`config.mk`:
```
export PLATFORM = sky130hd
export DESIGN_NAME = lvl_vec_8030_top
export DESIGN_NICKNAME = d
export VERILOG_FILES = /design/src/design/lvl_vec_8030_pkg.sv /design/src/design/lvl_vec_8030_top.sv
export SDC_FILE = /design/constraint.sdc
export NUM_CORES = 1
export LEC_CHECK = 0
export ABC_AREA = 1
export BUFFER_PORTS_ARGS = -buffer_cell sky130_fd_sc_hd__buf_4
export CORE_MARGIN = 1.5
export CORE_UTILIZATION = 44
export CTS_CLUSTER_SIZE = 10
export DETAILED_ROUTE_END_ITERATION = 12
export GPL_ROUTABILITY_DRIVEN = 1
export PLACE_DENSITY = 0.75
export SETUP_SLACK_MARGIN = 0.05
export SLEW_MARGIN = 20
export SYNTH_ARGS = -nofsm -noshare
export SYNTH_HDL_FRONTEND = slang
export SYNTH_SLANG_ARGS = --single-unit
```
`constraint.sdc`:
```
create_clock -name clk_i -period 6.9 [get_ports clk_i]
set_input_delay 0.69 -clock clk_i [delete_from_list [all_inputs] [get_ports clk_i]]
set_output_delay 0.69 -clock clk_i [all_outputs]
set_load 0.1 [all_outputs]
```
`src/design/lvl_vec_8030_pkg.sv`:
```
package lvl_vec_8030_pkg;

  // ----------------------------------------
  // bus and register indexes (byte address is four times the index)
  // ----------------------------------------
  localparam int          WB_ADR_W      = 18;
  localparam logic [15:0] IDX_LVL_LOW   = 16'h7f04;
  localparam logic [15:0] IDX_LVL_HIGH  = 16'h7f05;
  localparam logic [15:0] IDX_EXC_LOW   = 16'h7f08;
  localparam logic [15:0] IDX_EXC_HIGH  = 16'h7f09;
  localparam logic [15:0] IDX_IRQ_STAT  = 16'h7f10;
  localparam logic [15:0] IDX_IRQ_MASK  = 16'h7f11;
  localparam logic [15:0] IDX_REQ_STAT  = 16'h7f12;

  // ----------------------------------------
  // field positions and reset values
  // ----------------------------------------
  localparam int          EH_SER_FLG    = 5;
  localparam int          EH_SER_EN     = 4;
  localparam int          EH_SER_MASK   = 2;
  localparam int          PSW_IE        = 7;
  localparam int          PSW_THR_LO    = 8;
  localparam int          PSW_THR_HI    = 10;
  localparam int          PSW_WS        = 11;
  localparam int          EXC_CLKSTOP   = 3;
  localparam logic [7:0]  RST_BYTE      = 8'h00;
  localparam logic [1:0]  LVL_OFF       = 2'h0;

  // ----------------------------------------
  // status bits of the event register
  // ----------------------------------------
  localparam int          ST_W          = 3;
  localparam int          ST_EXC_REQ    = 0;
  localparam int          ST_REFUSED    = 1;
  localparam int          ST_CLKSTOP    = 2;

  // ----------------------------------------
  // vectors
  // ----------------------------------------
  localparam logic [15:0] VEC_BASE      = 16'h8020;
  localparam logic [15:0] VEC_EXC       = 16'h8080;

endpackage

```
`src/design/lvl_vec_8030_top.sv`:
```
module lvl_vec_8030_top #(
  parameter int NUM_SRC = 8
) (
  input  wire logic                           clk_i,
  input  wire logic                           rst_i,
  input  wire logic                           wb_cyc_i,
  input  wire logic                           wb_stb_i,
  input  wire logic                           wb_we_i,
  input  wire logic [lvl_vec_8030_pkg::WB_ADR_W-1:0]  wb_adr_i,
  input  wire logic [3:0]                     wb_sel_i,
  input  wire logic [31:0]                    wb_dat_i,
  output logic      [31:0]                    wb_dat_o,
  output logic                                wb_ack_o,
  input  wire logic [15:0]                    psw_i,
  input  wire logic [NUM_SRC-1:0]             irq_src_i,
  input  wire logic                           clk_stop_i,
  input  wire logic                           addr_err_i,
  input  wire logic                           odd_acc_i,
  input  wire logic                           undef_op_i,
  input  wire logic                           serial0_req_i,
  output logic                                lrc_osc_en_o,
  output logic                                req_o,
  output logic                                req_exc_o,
  output logic      [15:0]                    req_vec_o,
  output logic      [1:0]                     req_lvl_o,
  output logic                                irq_o
);

  // ----------------------------------------
  // state
  // ----------------------------------------
  logic [7:0]             lvl_low;
  logic [7:0]             lvl_high;
  logic [3:0]             exc_en;
  logic [3:0]             exc_flg;
  logic                   ser_flg;
  logic                   ser_en;
  logic                   ser_mask;
  logic [lvl_vec_8030_pkg::ST_W-1:0] stat;
  logic [lvl_vec_8030_pkg::ST_W-1:0] mask;
  logic                   cs_s1;
  logic                   cs_s2;
  logic                   cs_s3;
  logic                   cs_lvl;
  logic                   exc_prev;

  logic                   acc;
  logic                   wr;
  logic                   rd;
  logic [15:0]            idx;
  logic                   ws;
  logic                   ie;
  logic [2:0]             thr;
  logic                   wr_exl;
  logic                   wr_exh;
  logic                   cs_rise;
  logic [3:0]             exc_ev;
  logic                   ser_pend;
  logic                   exc_any;
  logic [1:0]             best_lvl;
  logic [2:0]             best_idx;
  logic                   best_hit;
  logic                   per_accept;
  logic [7:0]             next_rdat;
  logic [lvl_vec_8030_pkg::ST_W-1:0] stat_ev;

  // level field of source i out of both bank-two registers
  function automatic logic [1:0] field_lvl(input logic [15:0] lv, input int i);
    field_lvl = lv[2*i +: 2];
  endfunction

  // ----------------------------------------
  // bus decode
  // ----------------------------------------
  assign acc    = wb_cyc_i & wb_stb_i & ~wb_ack_o;
  assign wr     = acc & wb_we_i & wb_sel_i[0];
  assign rd     = acc & ~wb_we_i;
  assign idx    = wb_adr_i[lvl_vec_8030_pkg::WB_ADR_W-1:2];
  assign ws     = psw_i[lvl_vec_8030_pkg::PSW_WS];
  assign ie     = psw_i[lvl_vec_8030_pkg::PSW_IE];
  assign thr    = psw_i[lvl_vec_8030_pkg::PSW_THR_HI:lvl_vec_8030_pkg::PSW_THR_LO];
  assign wr_exl = wr & ws & (idx == lvl_vec_8030_pkg::IDX_EXC_LOW);
  assign wr_exh = wr & ws & (idx == lvl_vec_8030_pkg::IDX_EXC_HIGH);

  always_ff @(posedge clk_i) begin
    if (rst_i) begin
      wb_ack_o <= 1'b0;
    end else begin
      wb_ack_o <= acc;
    end
  end

  always_ff @(posedge clk_i) begin
    if (rst_i) begin
      wb_dat_o <= 32'h0000_0000;
    end else if (rd) begin
      wb_dat_o <= {24'h00_0000, next_rdat};
    end
  end

  // ----------------------------------------
  // read mux; unmapped words read as zero
  // ----------------------------------------
  always_comb begin
    next_rdat = lvl_vec_8030_pkg::RST_BYTE;
    unique case (idx)
      lvl_vec_8030_pkg::IDX_LVL_LOW:  next_rdat = lvl_low;
      lvl_vec_8030_pkg::IDX_LVL_HIGH: next_rdat = lvl_high;
      lvl_vec_8030_pkg::IDX_EXC_LOW:  next_rdat = {exc_flg[3], exc_en[3], exc_flg[2], exc_en[2],
                                           exc_flg[1], exc_en[1], exc_flg[0], exc_en[0]};
      lvl_vec_8030_pkg::IDX_EXC_HIGH: next_rdat = {2'h0, ser_flg, ser_en, 1'b0, ser_mask, 2'h0};
      lvl_vec_8030_pkg::IDX_IRQ_STAT: next_rdat = {5'h00, stat};
      lvl_vec_8030_pkg::IDX_IRQ_MASK: next_rdat = {5'h00, mask};
      lvl_vec_8030_pkg::IDX_REQ_STAT: next_rdat = {req_o, req_exc_o, req_lvl_o, 1'b0, req_vec_o[4:2]};
      default:                next_rdat = lvl_vec_8030_pkg::RST_BYTE;
    endcase
  end

  // ----------------------------------------
  // level registers
  // ----------------------------------------
  always_ff @(posedge clk_i) begin
    if (rst_i) begin
      lvl_low  <= lvl_vec_8030_pkg::RST_BYTE;
      lvl_high <= lvl_vec_8030_pkg::RST_BYTE;
    end else if (wr && idx == lvl_vec_8030_pkg::IDX_LVL_LOW) begin
      lvl_low  <= wb_dat_i[7:0];
    end else if (wr && idx == lvl_vec_8030_pkg::IDX_LVL_HIGH) begin
      lvl_high <= wb_dat_i[7:0];
    end
  end

  // ----------------------------------------
  // clock-stop detector input, three stages
  // ----------------------------------------
  always_ff @(posedge clk_i) begin
    if (rst_i) begin
      cs_s1  <= 1'b0;
      cs_s2  <= 1'b0;
      cs_s3  <= 1'b0;
      cs_lvl <= 1'b0;
    end else begin
      cs_s1 <= clk_stop_i;
      cs_s2 <= cs_s1;
      cs_s3 <= cs_s2;
      if (cs_s2 == cs_s3) begin
        cs_lvl <= cs_s3;
      end
    end
  end

  assign cs_rise = (cs_s2 == cs_s3) & cs_s3 & ~cs_lvl;
  // detector only runs while its enable is set, so gate the event too
  assign exc_ev  = {cs_rise & exc_en[lvl_vec_8030_pkg::EXC_CLKSTOP],
                    addr_err_i,
                    odd_acc_i,
                    undef_op_i};

  // ----------------------------------------
  // exception low register: enable/flag pairs
  // ----------------------------------------
  for (genvar k = 0; k < 4; k++) begin : g_exc
    always_ff @(posedge clk_i) begin
      if (rst_i) begin
        exc_en[k] <= 1'b0;
      end else if (wr_exl) begin
        exc_en[k] <= wb_dat_i[2*k];
      end
    end

    // set wins over a clearing write; writing one keeps the flag
    always_ff @(posedge clk_i) begin
      if (rst_i) begin
        exc_flg[k] <= 1'b0;
      end else begin
        exc_flg[k] <= exc_ev[k] | (exc_flg[k] & ~(wr_exl & ~wb_dat_i[2*k+1]));
      end
    end
  end

  // slow rc oscillator and detector follow the clock-stop enable
  assign lrc_osc_en_o = exc_en[lvl_vec_8030_pkg::EXC_CLKSTOP];

  // ----------------------------------------
  // exception high register
  // ----------------------------------------
  always_ff @(posedge clk_i) begin
    if (rst_i) begin
      ser_en   <= 1'b0;
      ser_mask <= 1'b0;
    end else if (wr_exh) begin
      // reserved bits are not stored and read zero
      ser_en   <= wb_dat_i[lvl_vec_8030_pkg::EH_SER_EN];
      ser_mask <= wb_dat_i[lvl_vec_8030_pkg::EH_SER_MASK];
    end
  end

  always_ff @(posedge clk_i) begin
    if (rst_i) begin
      ser_flg <= 1'b0;
    end else begin
      ser_flg <= serial0_req_i;
    end
  end

  // ----------------------------------------
  // arbitration
  // ----------------------------------------
  assign ser_pend = ser_en & ser_flg & (~ser_mask | ie);
  assign exc_any  = (|(exc_en & exc_flg)) | ser_pend;

  // walk downwards so that ties settle on the lowest vector
  always_comb begin
    best_lvl = lvl_vec_8030_pkg::LVL_OFF;
    best_idx = 3'h0;
    best_hit = 1'b0;
    for (int i = NUM_SRC - 1; i >= 0; i--) begin
      if (irq_src_i[i] && field_lvl({lvl_high, lvl_low}, i) != lvl_vec_8030_pkg::LVL_OFF
          && field_lvl({lvl_high, lvl_low}, i) >= best_lvl) begin
        best_lvl = field_lvl({lvl_high, lvl_low}, i);
        best_idx = 3'(i);
        best_hit = 1'b1;
      end
    end
  end

  assign per_accept = best_hit & ie & ({1'b0, best_lvl} > thr);

  always_ff @(posedge clk_i) begin
    if (rst_i) begin
      req_o     <= 1'b0;
      req_exc_o <= 1'b0;
      req_vec_o <= 16'h0000;
      req_lvl_o <= lvl_vec_8030_pkg::LVL_OFF;
    end else begin
      req_o     <= exc_any | per_accept;
      req_exc_o <= exc_any;
      if (exc_any) begin
        req_vec_o <= lvl_vec_8030_pkg::VEC_EXC;
        req_lvl_o <= lvl_vec_8030_pkg::LVL_OFF;
      end else begin
        req_vec_o <= lvl_vec_8030_pkg::VEC_BASE + {11'h000, best_idx, 2'h0};
        req_lvl_o <= per_accept ? best_lvl : lvl_vec_8030_pkg::LVL_OFF;
      end
    end
  end

  // ----------------------------------------
  // event status, mask and interrupt line
  // ----------------------------------------
  assign stat_ev = {cs_rise & exc_en[lvl_vec_8030_pkg::EXC_CLKSTOP],
                    wr & ~ws & (idx == lvl_vec_8030_pkg::IDX_EXC_LOW || idx == lvl_vec_8030_pkg::IDX_EXC_HIGH),
                    exc_any & ~exc_prev};

  always_ff @(posedge clk_i) begin
    if (rst_i) begin
      exc_prev <= 1'b0;
    end else begin
      exc_prev <= exc_any;
    end
  end

  // read clears, but an event in the same cycle survives
  always_ff @(posedge clk_i) begin
    if (rst_i) begin
      stat <= '0;
    end else begin
      stat <= stat_ev | (stat & ~{lvl_vec_8030_pkg::ST_W{rd && idx == lvl_vec_8030_pkg::IDX_IRQ_STAT}});
    end
  end

  always_ff @(posedge clk_i) begin
    if (rst_i) begin
      mask <= '0;
    end else if (wr && idx == lvl_vec_8030_pkg::IDX_IRQ_MASK) begin
      mask <= wb_dat_i[lvl_vec_8030_pkg::ST_W-1:0];
    end
  end

  always_ff @(posedge clk_i) begin
    if (rst_i) begin
      irq_o <= 1'b0;
    end else begin
      irq_o <= |(stat & mask);
    end
  end
endmodule

```
==> results of run 1 <==
[worst max path at each step]
| stage | to | slack, ns | cells after the start | from |
|---|---|---|---|---|
| 2_1_floorplan | req_lvl_o[0] | -0.28 | 58 | irq_src_i[7] |
| 3_3_place_gp | req_lvl_o[0] | -0.66 | 56 | irq_src_i[7] |
| 5_1_grt | req_o | -0.96 | 61 | irq_src_i[7] |
| 6_report | req_lvl_o[0] | -0.80 | 59 | irq_src_i[7] |
| 4_1_cts | req_lvl_o[0] | -0.14 | 60 | irq_src_i[7] |
| 3_5_place_dp | req_lvl_o[0] | -0.89 | 56 | irq_src_i[7] |
[logic make-up (layout without fill, tap and decap cells)]
kind of cell               Yosys count  count (layout)  share of synthesized area, %
buffers and inverters              135             298                         19.36
and+or+nand+nor                    183             183                         24.79
AOI/OAI and AO/OA                  101             101                         17.76
DFF                                 56              56                         33.50
adders and majority gates           12              12                         4.486
other                                1              34                        0.1120
[metrics by stage]
step                      setup slack [ns]  power, mW  utilization [%]  setup TNS, ns  hold WS, ns
after floorplan                    -0.2777     0.4555                -        -0.6914       0.3883
after detailed placement           -0.8926     0.4727            56.31         -2.556       0.3949
after global placement             -0.6562     0.4713            56.31         -1.813       0.3938
final                              -0.8005     0.6609            72.63         -4.086       0.4100
after CTS                          -0.1364     0.6518            69.35        -0.3174       0.4115
after global routing               -0.9584     0.6745            72.63         -4.869       0.4326
[state kept, by name, summed over array words and instances (netlist names), 2 cells and up]
name       cells
exc_en         3
exc_flg        4
wb_dat_o       8
req_vec_o      6
req_lvl_o      2
mask           3
lvl_low        8
stat           3
lvl_high       8
[power by group]
part	switching (mW)	internal, mW
Sequential	0.00216	0.326
Combinational	0.116	0.0265
Clock	0.116	0.0741
Total	0.234	0.427
[worst max-delay path: cells and delay by family]
kind	cells	cell delay (ns)
simple gates	19	2.03
fa+ha+maj	4	1.02
compound gates	5	0.69
buf+inv	31	3.56
[layer usage]
metal	wire length (µm)	track usage, %	vias up	part of all wire (%)
met5	0	0	-	0
met4	905	19.97	0	6.6
met3	1286	7.953	86	9.4
met2	6677	53.28	326	49
met1	4879	34.12	1900	35
li1	-	-	1919	-
[cells in the mapped netlist (4+ instances only)]
master    instances
inv_1            90
nand3_1          26
ha_1             12
buf_4            35
dfxtp_1          56
nand2_1          80
clkbuf_1          6
nand4_1           8
o221ai_1          4
o21ai_0          28
a211oi_1          5
a21oi_1          37
nor2_1           43
o21ai_2           5
o22ai_1           9
nor4_1            6
nor3_1            9
[cell type report]
class                   count  area [µm²]  area share [%]
multi-input cells         330        2107           39.78
repair buffers            198        1498           28.28
flip-flops and latches     56        1124           21.21
inverters                  92       349.1           6.591
clock buffers               5       68.82           1.299
well taps                  99       123.9           2.339
clock inverters             3       26.28          0.4961
[repair_timing]
action | 4_1_cts | 5_1_grt
pin swaps | 44 | 52
buffers inserted | 95 | 9
resized for setup | 33 | 54
endpoints found under the setup margin | 3 | 6
==> impl_metrics.yaml, run 1 <==
clock_network:
  cts_sinks: 56
  cts_tree: "done"
  clk_pin_slew_ns: 0.12
  holdBufCountCts: 0
  clock_latency_ns: 0.32
  clock-root-buffer: "clkbuf_8"
  cts_buffer_depth: 2
  htreeDepth: 2
  cts_buffers: 5
pwr:
  ir_drop_uv: 100.1
  p_leak_nw: 2.411
  p_per_area_nw_per_um2: 124.8
place:
  dp_hpwl_um: 7036
  portBuffers: 68
  post_dp_cell_area_um2: 4106
  place.gp.congestion: 0.9531
  dp_cells: 678
synthesis:
  ys_seq_area_share_pct: 33.50
  synth.area.top_cells: "dfxtp_1 33%, inv_1 10%, nand2_1 9.0%"
  synth_area_um2: 3347
  synthFlopType: "dfxtp_1"
  synthArstFlopShare_pct: 0
  avgSynthCellArea_um2: 6.859
  synthCells: 488
  synth_top_cell_by_area: "dfxtp_1"
  synth_cell_type_count: 38
  yosysTopAreaCellShare_pct: 33.50
  ys_ff_latch: 56
  synth-warning-count: 0
  synth_edf_count: 0
timing:
  slew_headroom_pct: 56.48
  tightest_slew_ns: 0.6493
  slew_violations: 0
  fmax_mhz: 129.9
  setup_viol: 6
  finClkSkew_ns: 0.01491
  finalHoldViolations: 0
  timing.final.crit_share_pct: 111.6
  layout_setup_ws_ns: -0.8005
  fin_crit_ns: 7.700
  rsz0062_at_grt: "true"
routing:
  vias: 4231
  drc: 0
  dr.pass1.iters: 7
  viasPerCell: 5.404
  ant_nets: 0
  first_iter_violations: 546
  drt_wl_total_um: 13750
  wl_per_cell_um: 17.56
setup_path:
  worstRegToRegCells: 57
  critical-path-max-stage-delay_ns: 0.35
  r2r_slack_ns: -0.78
  path_class: "input pin to register"
  r2r-end: "req_lvl_o[0]"
  worst_path_most_repeated_cell: "buf_4"
  required_ns: 7.17
  path_max_fanout: 3
  cpMaxStageDelayCell: "o211ai_1"
  start_kind: "input pin"
  critPathArrivalTime_ns: 7.97
  cp-end-kind: "register"
  worstReg2RegStart: "lvl_high[6]"
global_route:
  track_usage_pct: 31.15
  antenna_found_initial: 0
  grt_pass1_vias: 3986
  grt_pass1_wl_um: 19960
  grt_start_max_net_pins: 33
  overflow: 0
min_path:
  hp-start: "cs_s1"
  whs_endpoint: "cs_s2"
  holdPathStages: 2
  worstHoldPathType: "register to register"
finish:
  stdcell_count: 783
  fin_nets: 783
  final.fill_count: 552
  num_antenna_cells: 0
  stdcell_area_um2: 5296
  drive_gt1_share_pct: 45.03
  mostFrequentLayoutCells: "196 x buf_4, 81 x inv_1, 54 x dfxtp_1"
  layout_commonest_cell: "buf_4"
  area_delta_synth_final_pct: 58.24
status:
  violations: "negative setup slack"
  outcome: "complete, but fails checks"
job:
  cap_viol_max_count: 0
floorplanning:
  fp.dieW_um: 90.22
  core_area_um2: 7292
  std_cell_rows: 31
  initial_utilization_pct: 45.90
  io_pins: 143
  die_area_um2: 8139
  die_y_um: 90.22
No activity file was read; power rests on OpenSTA's default activity.
==> run 2: changes to the inputs <==
--- a/config.mk
+++ b/config.mk
@@ -8,11 +8,11 @@
 export ABC_AREA = 1
 export BUFFER_PORTS_ARGS = -buffer_cell sky130_fd_sc_hd__buf_4
 export CORE_MARGIN = 1.5
-export CORE_UTILIZATION = 44
+export CORE_UTILIZATION = 48
 export CTS_CLUSTER_SIZE = 10
 export DETAILED_ROUTE_END_ITERATION = 12
 export GPL_ROUTABILITY_DRIVEN = 1
-export PLACE_DENSITY = 0.75
+export PLACE_DENSITY = 0.77
 export SETUP_SLACK_MARGIN = 0.05
 export SLEW_MARGIN = 20
 export SYNTH_ARGS = -nofsm -noshare
==> constraint.sdc (replaced) <==
create_clock -name clk_i -period 7.85 [get_ports clk_i]
set_input_delay 0.785 -clock clk_i [delete_from_list [all_inputs] [get_ports clk_i]]
set_output_delay 0.785 -clock clk_i [all_outputs]
set_load 0.1 [all_outputs]
==> impl_metrics.yaml, run 2 (synthesized netlist as in run 1, its figures left out) <==
status:
  outcome: "complete, no violations"
pwr:
  ir_drop_uv: 86.56
  p_leak_nw: 1.969
  p_total_mw: 0.5750
  p_per_area_nw_per_um2: 133.1
clock_network:
  holdBufCountCts: 0
  cts_sinks: 56
  clk_pin_slew_ns: 0.11
  cts_buffer_depth: 2
  cts_buffers: 5
  clock-root-buffer: "clkbuf_8"
  clock_latency_ns: 0.32
  cts_tree: "done"
  htreeDepth: 2
timing:
  finClkSkew_ns: 0.01122
  layout_setup_ws_ns: 0.2232
  setup_viol: 0
  slew_headroom_pct: 59.63
  tightest_slew_ns: 0.6023
  fin_crit_ns: 7.627
  slew_violations: 0
  finalHoldViolations: 0
  fmax_mhz: 131.1
  timing.final.crit_share_pct: 97.16
finish:
  area_delta_synth_final_pct: 29.05
  layout_commonest_cell: "buf_4"
  drive_gt1_share_pct: 28.06
  final.fill_count: 609
  num_antenna_cells: 0
  fin_nets: 687
  reg_top3: "lvl_high: 8 flops, lvl_low: 8 flops, wb_dat_o: 8 flops"
  mostFrequentLayoutCells: "102 x buf_4, 86 x inv_1, 69 x nand2_1"
global_route:
  grtUsageMet2_pct: 38.28
  grt_pass1_vias: 2961
  grt_pass1_wl_um: 13120
  grt_start_max_net_pins: 33
  met3_usage_pct: 3.714
  antenna_found_initial: 0
  track_usage_pct: 22.37
  grt_use_met1_pct: 28.71
  overflow: 0
  grt.busiest_layer: "met2"
routing:
  ant_nets: 0
  viasPerCell: 5.168
  drc: 0
  wl_per_cell_um: 13.41
  dr.pass1.iters: 7
  vias: 3452
  first_iter_violations: 292
  drt_wl_total_um: 8961
floorplanning:
  io_pins: 143
  std_cell_rows: 30
  die_y_um: 86.51
  initial_utilization_pct: 49.54
  fp.dieW_um: 86.51
  die_area_um2: 7483
  core_area_um2: 6756
setup_path:
  critical-path-max-stage-delay_ns: 0.28
  path_max_fanout: 4
  critPathArrivalTime_ns: 7.89
  cpMaxStageDelayCell: "a2111oi_4"
  required_ns: 8.12
  start_kind: "input pin"
  worst_path_most_repeated_cell: "nand2_1"
  path_class: "input pin to register"
  cp-end-kind: "register"
min_path:
  worstHoldPathType: "register to register"
job:
  cap_viol_max_count: 0
place:
  dp_hpwl_um: 6663
  dp_slack_ns: -0.4128
  place.gp.congestion: 0.9120
  portBuffers: 68
## run 2: changes by cell type in the layout (fill, tap and decap cells not counted), moves of 5 or more
cell     change
buf_4       -94
nand2_1     +21
nand2_2     -18
nand3_1      +6
inv_1        +5
## run 2: where the power goes
| part | internal (mW) | switching [mW] |
|---|---|---|
| clock network | 0.0642 | 0.100 |
| logic | 0.0225 | 0.0995 |
| registers | 0.287 | 0.00156 |
| total | 0.374 | 0.201 |
## run 2: final timing paths
path	from	end	slack, ns	depth (start not counted)
worst min-delay path	cs_s1	cs_s2	0.42	2
worst max-delay path	irq_src_i[7]	req_lvl_o[0]	0.22	62
worst max register to register	lvl_high[7]	req_lvl_o[0]	0.29	61
worst min register to register	cs_s1	cs_s2	0.42	2
## run 2: layout make-up
cell class	instances	area [µm²]	share of cell area, %
multi-input combinational	330	1894	43.86
sequential	56	1121	25.96
timing repair buffer	102	765.7	17.73
inverter	92	346.6	8.024
tap	80	100.1	2.317
clock buffer	5	68.82	1.593
clock inverter	3	22.52	0.5214
## run 2: per-stage QoR
| stage | utilization (%) | std cells | hold WS (ns) | cell area, µm² | setup TNS, ns |
|---|---|---|---|---|---|
| after global routing | 63.93 | 668 | 0.4593 | 4319 | -0.5262 |
| after global placement | 58.83 | 652 | 0.4015 | 3975 | -0.4363 |
| after detailed placement | 58.83 | 652 | 0.4020 | 3975 | -1.077 |
| after floorplan | - | 521 | 0.3883 | 3471 | 0 |
| after CTS | 60.37 | 660 | 0.4189 | 4079 | 0 |
| final | 63.93 | 668 | 0.4185 | 4319 | 0 |
## run 2: what timing repair did
| item | in CTS | in global routing |
|---|---|---|
| pin swaps | 0 | 28 |
| cloned | 0 | 0 |
| hold endpoints to repair | 0 | 0 |
| setup endpoints to repair | 3 | 3 |
| buffers inserted | 0 | 8 |
| gates resized for setup | 5 | 40 |
## run 2: critical path: cells and delay by family
kind	cells	cell delay [ns]
and+or+nand+nor	36	3.39
buffers and inverters	10	0.74
AOI/OAI and AO/OA	8	1.06
adders and majority gates	8	1.92
## run 2: routing by layer
layer / wire, µm / up-vias
met3: 552 / 20
met2: 4399 / 158
li1: - / 1722
met4: 252 / 0
met1: 3757 / 1552
met5: 0 / -
==> run 3: changes to the inputs <==
--- a/config.mk
+++ b/config.mk
@@ -12,9 +12,8 @@
 export CTS_CLUSTER_SIZE = 10
 export DETAILED_ROUTE_END_ITERATION = 12
 export GPL_ROUTABILITY_DRIVEN = 1
-export PLACE_DENSITY = 0.77
+export PLACE_DENSITY_LB_ADDON = 0.1
 export SETUP_SLACK_MARGIN = 0.05
-export SLEW_MARGIN = 20
 export SYNTH_ARGS = -nofsm -noshare
 export SYNTH_HDL_FRONTEND = slang
 export SYNTH_SLANG_ARGS = --single-unit
==> impl_metrics.yaml, run 3 (synthesized netlist as in run 1, its figures left out) <==
floorplanning:
  io_pins: 143
  die_y_um: 86.51
  die_area_um2: 7483
  core_area_um2: 6756
  initial_utilization_pct: 49.54
  std_cell_rows: 30
  fp.dieW_um: 86.51
place:
  dp_hpwl_um: 6933
  dp_slack_ns: -0.5068
  portBuffers: 68
  place.gp.congestion: 0.8438
setup_path:
  path_class: "input pin to register"
  worstReg2RegStart: "lvl_high[7]"
  start_kind: "input pin"
  setup.worst_path.start: "irq_src_i[7]"
  critical-path-max-stage-delay_ns: 0.28
  worstRegToRegCells: 62
  critPathArrivalTime_ns: 7.74
  required_ns: 8.11
  worst_path_most_repeated_cell: "nand2_2"
  path_max_fanout: 4
  r2r_slack_ns: 0.42
  cp-end-kind: "register"
  cpMaxStageDelayCell: "ha_1"
  r2r-end: "req_lvl_o[0]"
clock_network:
  cts_buffers: 5
  clock_latency_ns: 0.32
  holdBufCountCts: 0
  cts_tree: "done"
  cts_sinks: 56
  clock-root-buffer: "clkbuf_8"
  htreeDepth: 2
  clk_pin_slew_ns: 0.10
  cts_buffer_depth: 2
timing:
  setup_viol: 0
  timing.final.crit_share_pct: 95.32
  tightest_slew_ns: 0.6592
  finClkSkew_ns: 0.009391
  hold_ws_ns: 0.4113
  layout_setup_ws_ns: 0.3673
  tns_ns: 0
  slew_violations: 0
  fin_crit_ns: 7.483
  fmax_mhz: 133.6
  slew_headroom_pct: 55.82
  finalHoldViolations: 0
global_route:
  grt_pass1_wl_um: 14520
  antenna_found_initial: 0
  grt_pass1_vias: 3068
  overflow: 0
  grt_start_max_net_pins: 33
  track_usage_pct: 24.87
finish:
  reg_top3: "lvl_high: 8 flops, lvl_low: 8 flops, wb_dat_o: 8 flops"
  area_delta_synth_final_pct: 32.41
  drive_gt1_share_pct: 30.92
  fin_nets: 694
  mostFrequentLayoutCells: "108 x buf_4, 85 x inv_1, 60 x nand2_1"
  regArea_um2: 1121
  final.fill_count: 620
  num_antenna_cells: 0
  layout_commonest_cell: "buf_4"
  multi_input_area_um2: 1953
pwr:
  ir_drop_uv: 119.9
  p_leak_nw: 1.997
  combPwrFrac_pct: 21.5
  p_int_mw: 0.3732
  switchingPower_mw: 0.1977
  p_per_area_nw_per_um2: 128.8
  power_frac_seq_pct: 50.6
  swShare_pct: 34.63
  power_frac_clock_pct: 28.0
routing:
  drt_wl_total_um: 9344
  wl_per_cell_um: 13.84
  ant_nets: 0
  first_iter_violations: 165
  dr.pass1.iters: 4
  viasPerCell: 5.059
  drc: 0
  vias: 3415
min_path:
  holdPathStages: 2
  hp-start: "cs_s1"
  worstHoldPathType: "register to register"
  whs_endpoint: "cs_s2"
job:
  cap_viol_max_count: 0
status:
  outcome: "complete, no violations"
run 3: area by class of cell:
type / count / share of cell area [%]
clock buffer: 6 / 1.637
clock inverter: 2 / 0.3670
inverter: 92 / 7.820
multi-input combinational: 330 / 44.07
sequential: 56 / 25.30
tap: 80 / 2.259
timing repair buffer: 109 / 18.55
run 3: stage by stage:
| stage | utilization, % | power (mW) | area [µm²] | cells |
|---|---|---|---|---|
| after floorplan | - | 0.3999 | 3471 | 521 |
| after global placement | 58.83 | 0.4135 | 3975 | 652 |
| after detailed placement | 58.83 | 0.4146 | 3975 | 652 |
| after CTS | 61.56 | 0.5734 | 4159 | 669 |
| after global routing | 65.59 | 0.5919 | 4432 | 675 |
| final | 65.59 | 0.5708 | 4432 | 675 |
run 3: repair_timing:
action	4_1_cts	5_1_grt
pin swaps	5	32
endpoints found under the setup margin	3	3
setup buffers	9	6
resized for setup	7	55
run 3: worst max path at each step:
stage | end | slack [ns] | cells past startpoint
floorplan | req_lvl_o[0] | 0.20 | 59
global placement | req_lvl_o[0] | -0.26 | 61
global route | req_lvl_o[0] | -0.06 | 64
detailed placement | req_lvl_o[0] | -0.51 | 60
CTS | req_lvl_o[0] | 0.06 | 60
finish | req_lvl_o[0] | 0.37 | 62
run 3: routing by layer:
| layer | GRT usage [%] | part of all wire (%) | vias up |
|---|---|---|---|
| met1 | 33.81 | 45 | 1563 |
| li1 | - | - | 1737 |
| met2 | 41.34 | 49 | 95 |
| met4 | 7.478 | 2.2 | 0 |
| met3 | 3.143 | 4.1 | 20 |
| met5 | 0 | 0 | - |
run 3: critical path, delay by kind of cell:
| kind | cells | cell delay, ns |
|---|---|---|
| AND/OR/NAND/NOR | 34 | 2.95 |
| AO/OA/AOI/OAI | 7 | 0.74 |
| buffers and inverters | 14 | 1.43 |
| adder cells (fa/ha/maj) | 7 | 1.80 |
run 3: power by group through the flow:
stage          clock, mW  sequential, mW  combinational (mW)
4_1_cts            0.165           0.289               0.120
6_report           0.160           0.289               0.122
3_3_place_gp           0           0.295               0.118
3_5_place_dp           0           0.295               0.119
2_1_floorplan          0           0.300              0.0996
5_1_grt            0.175           0.289               0.128
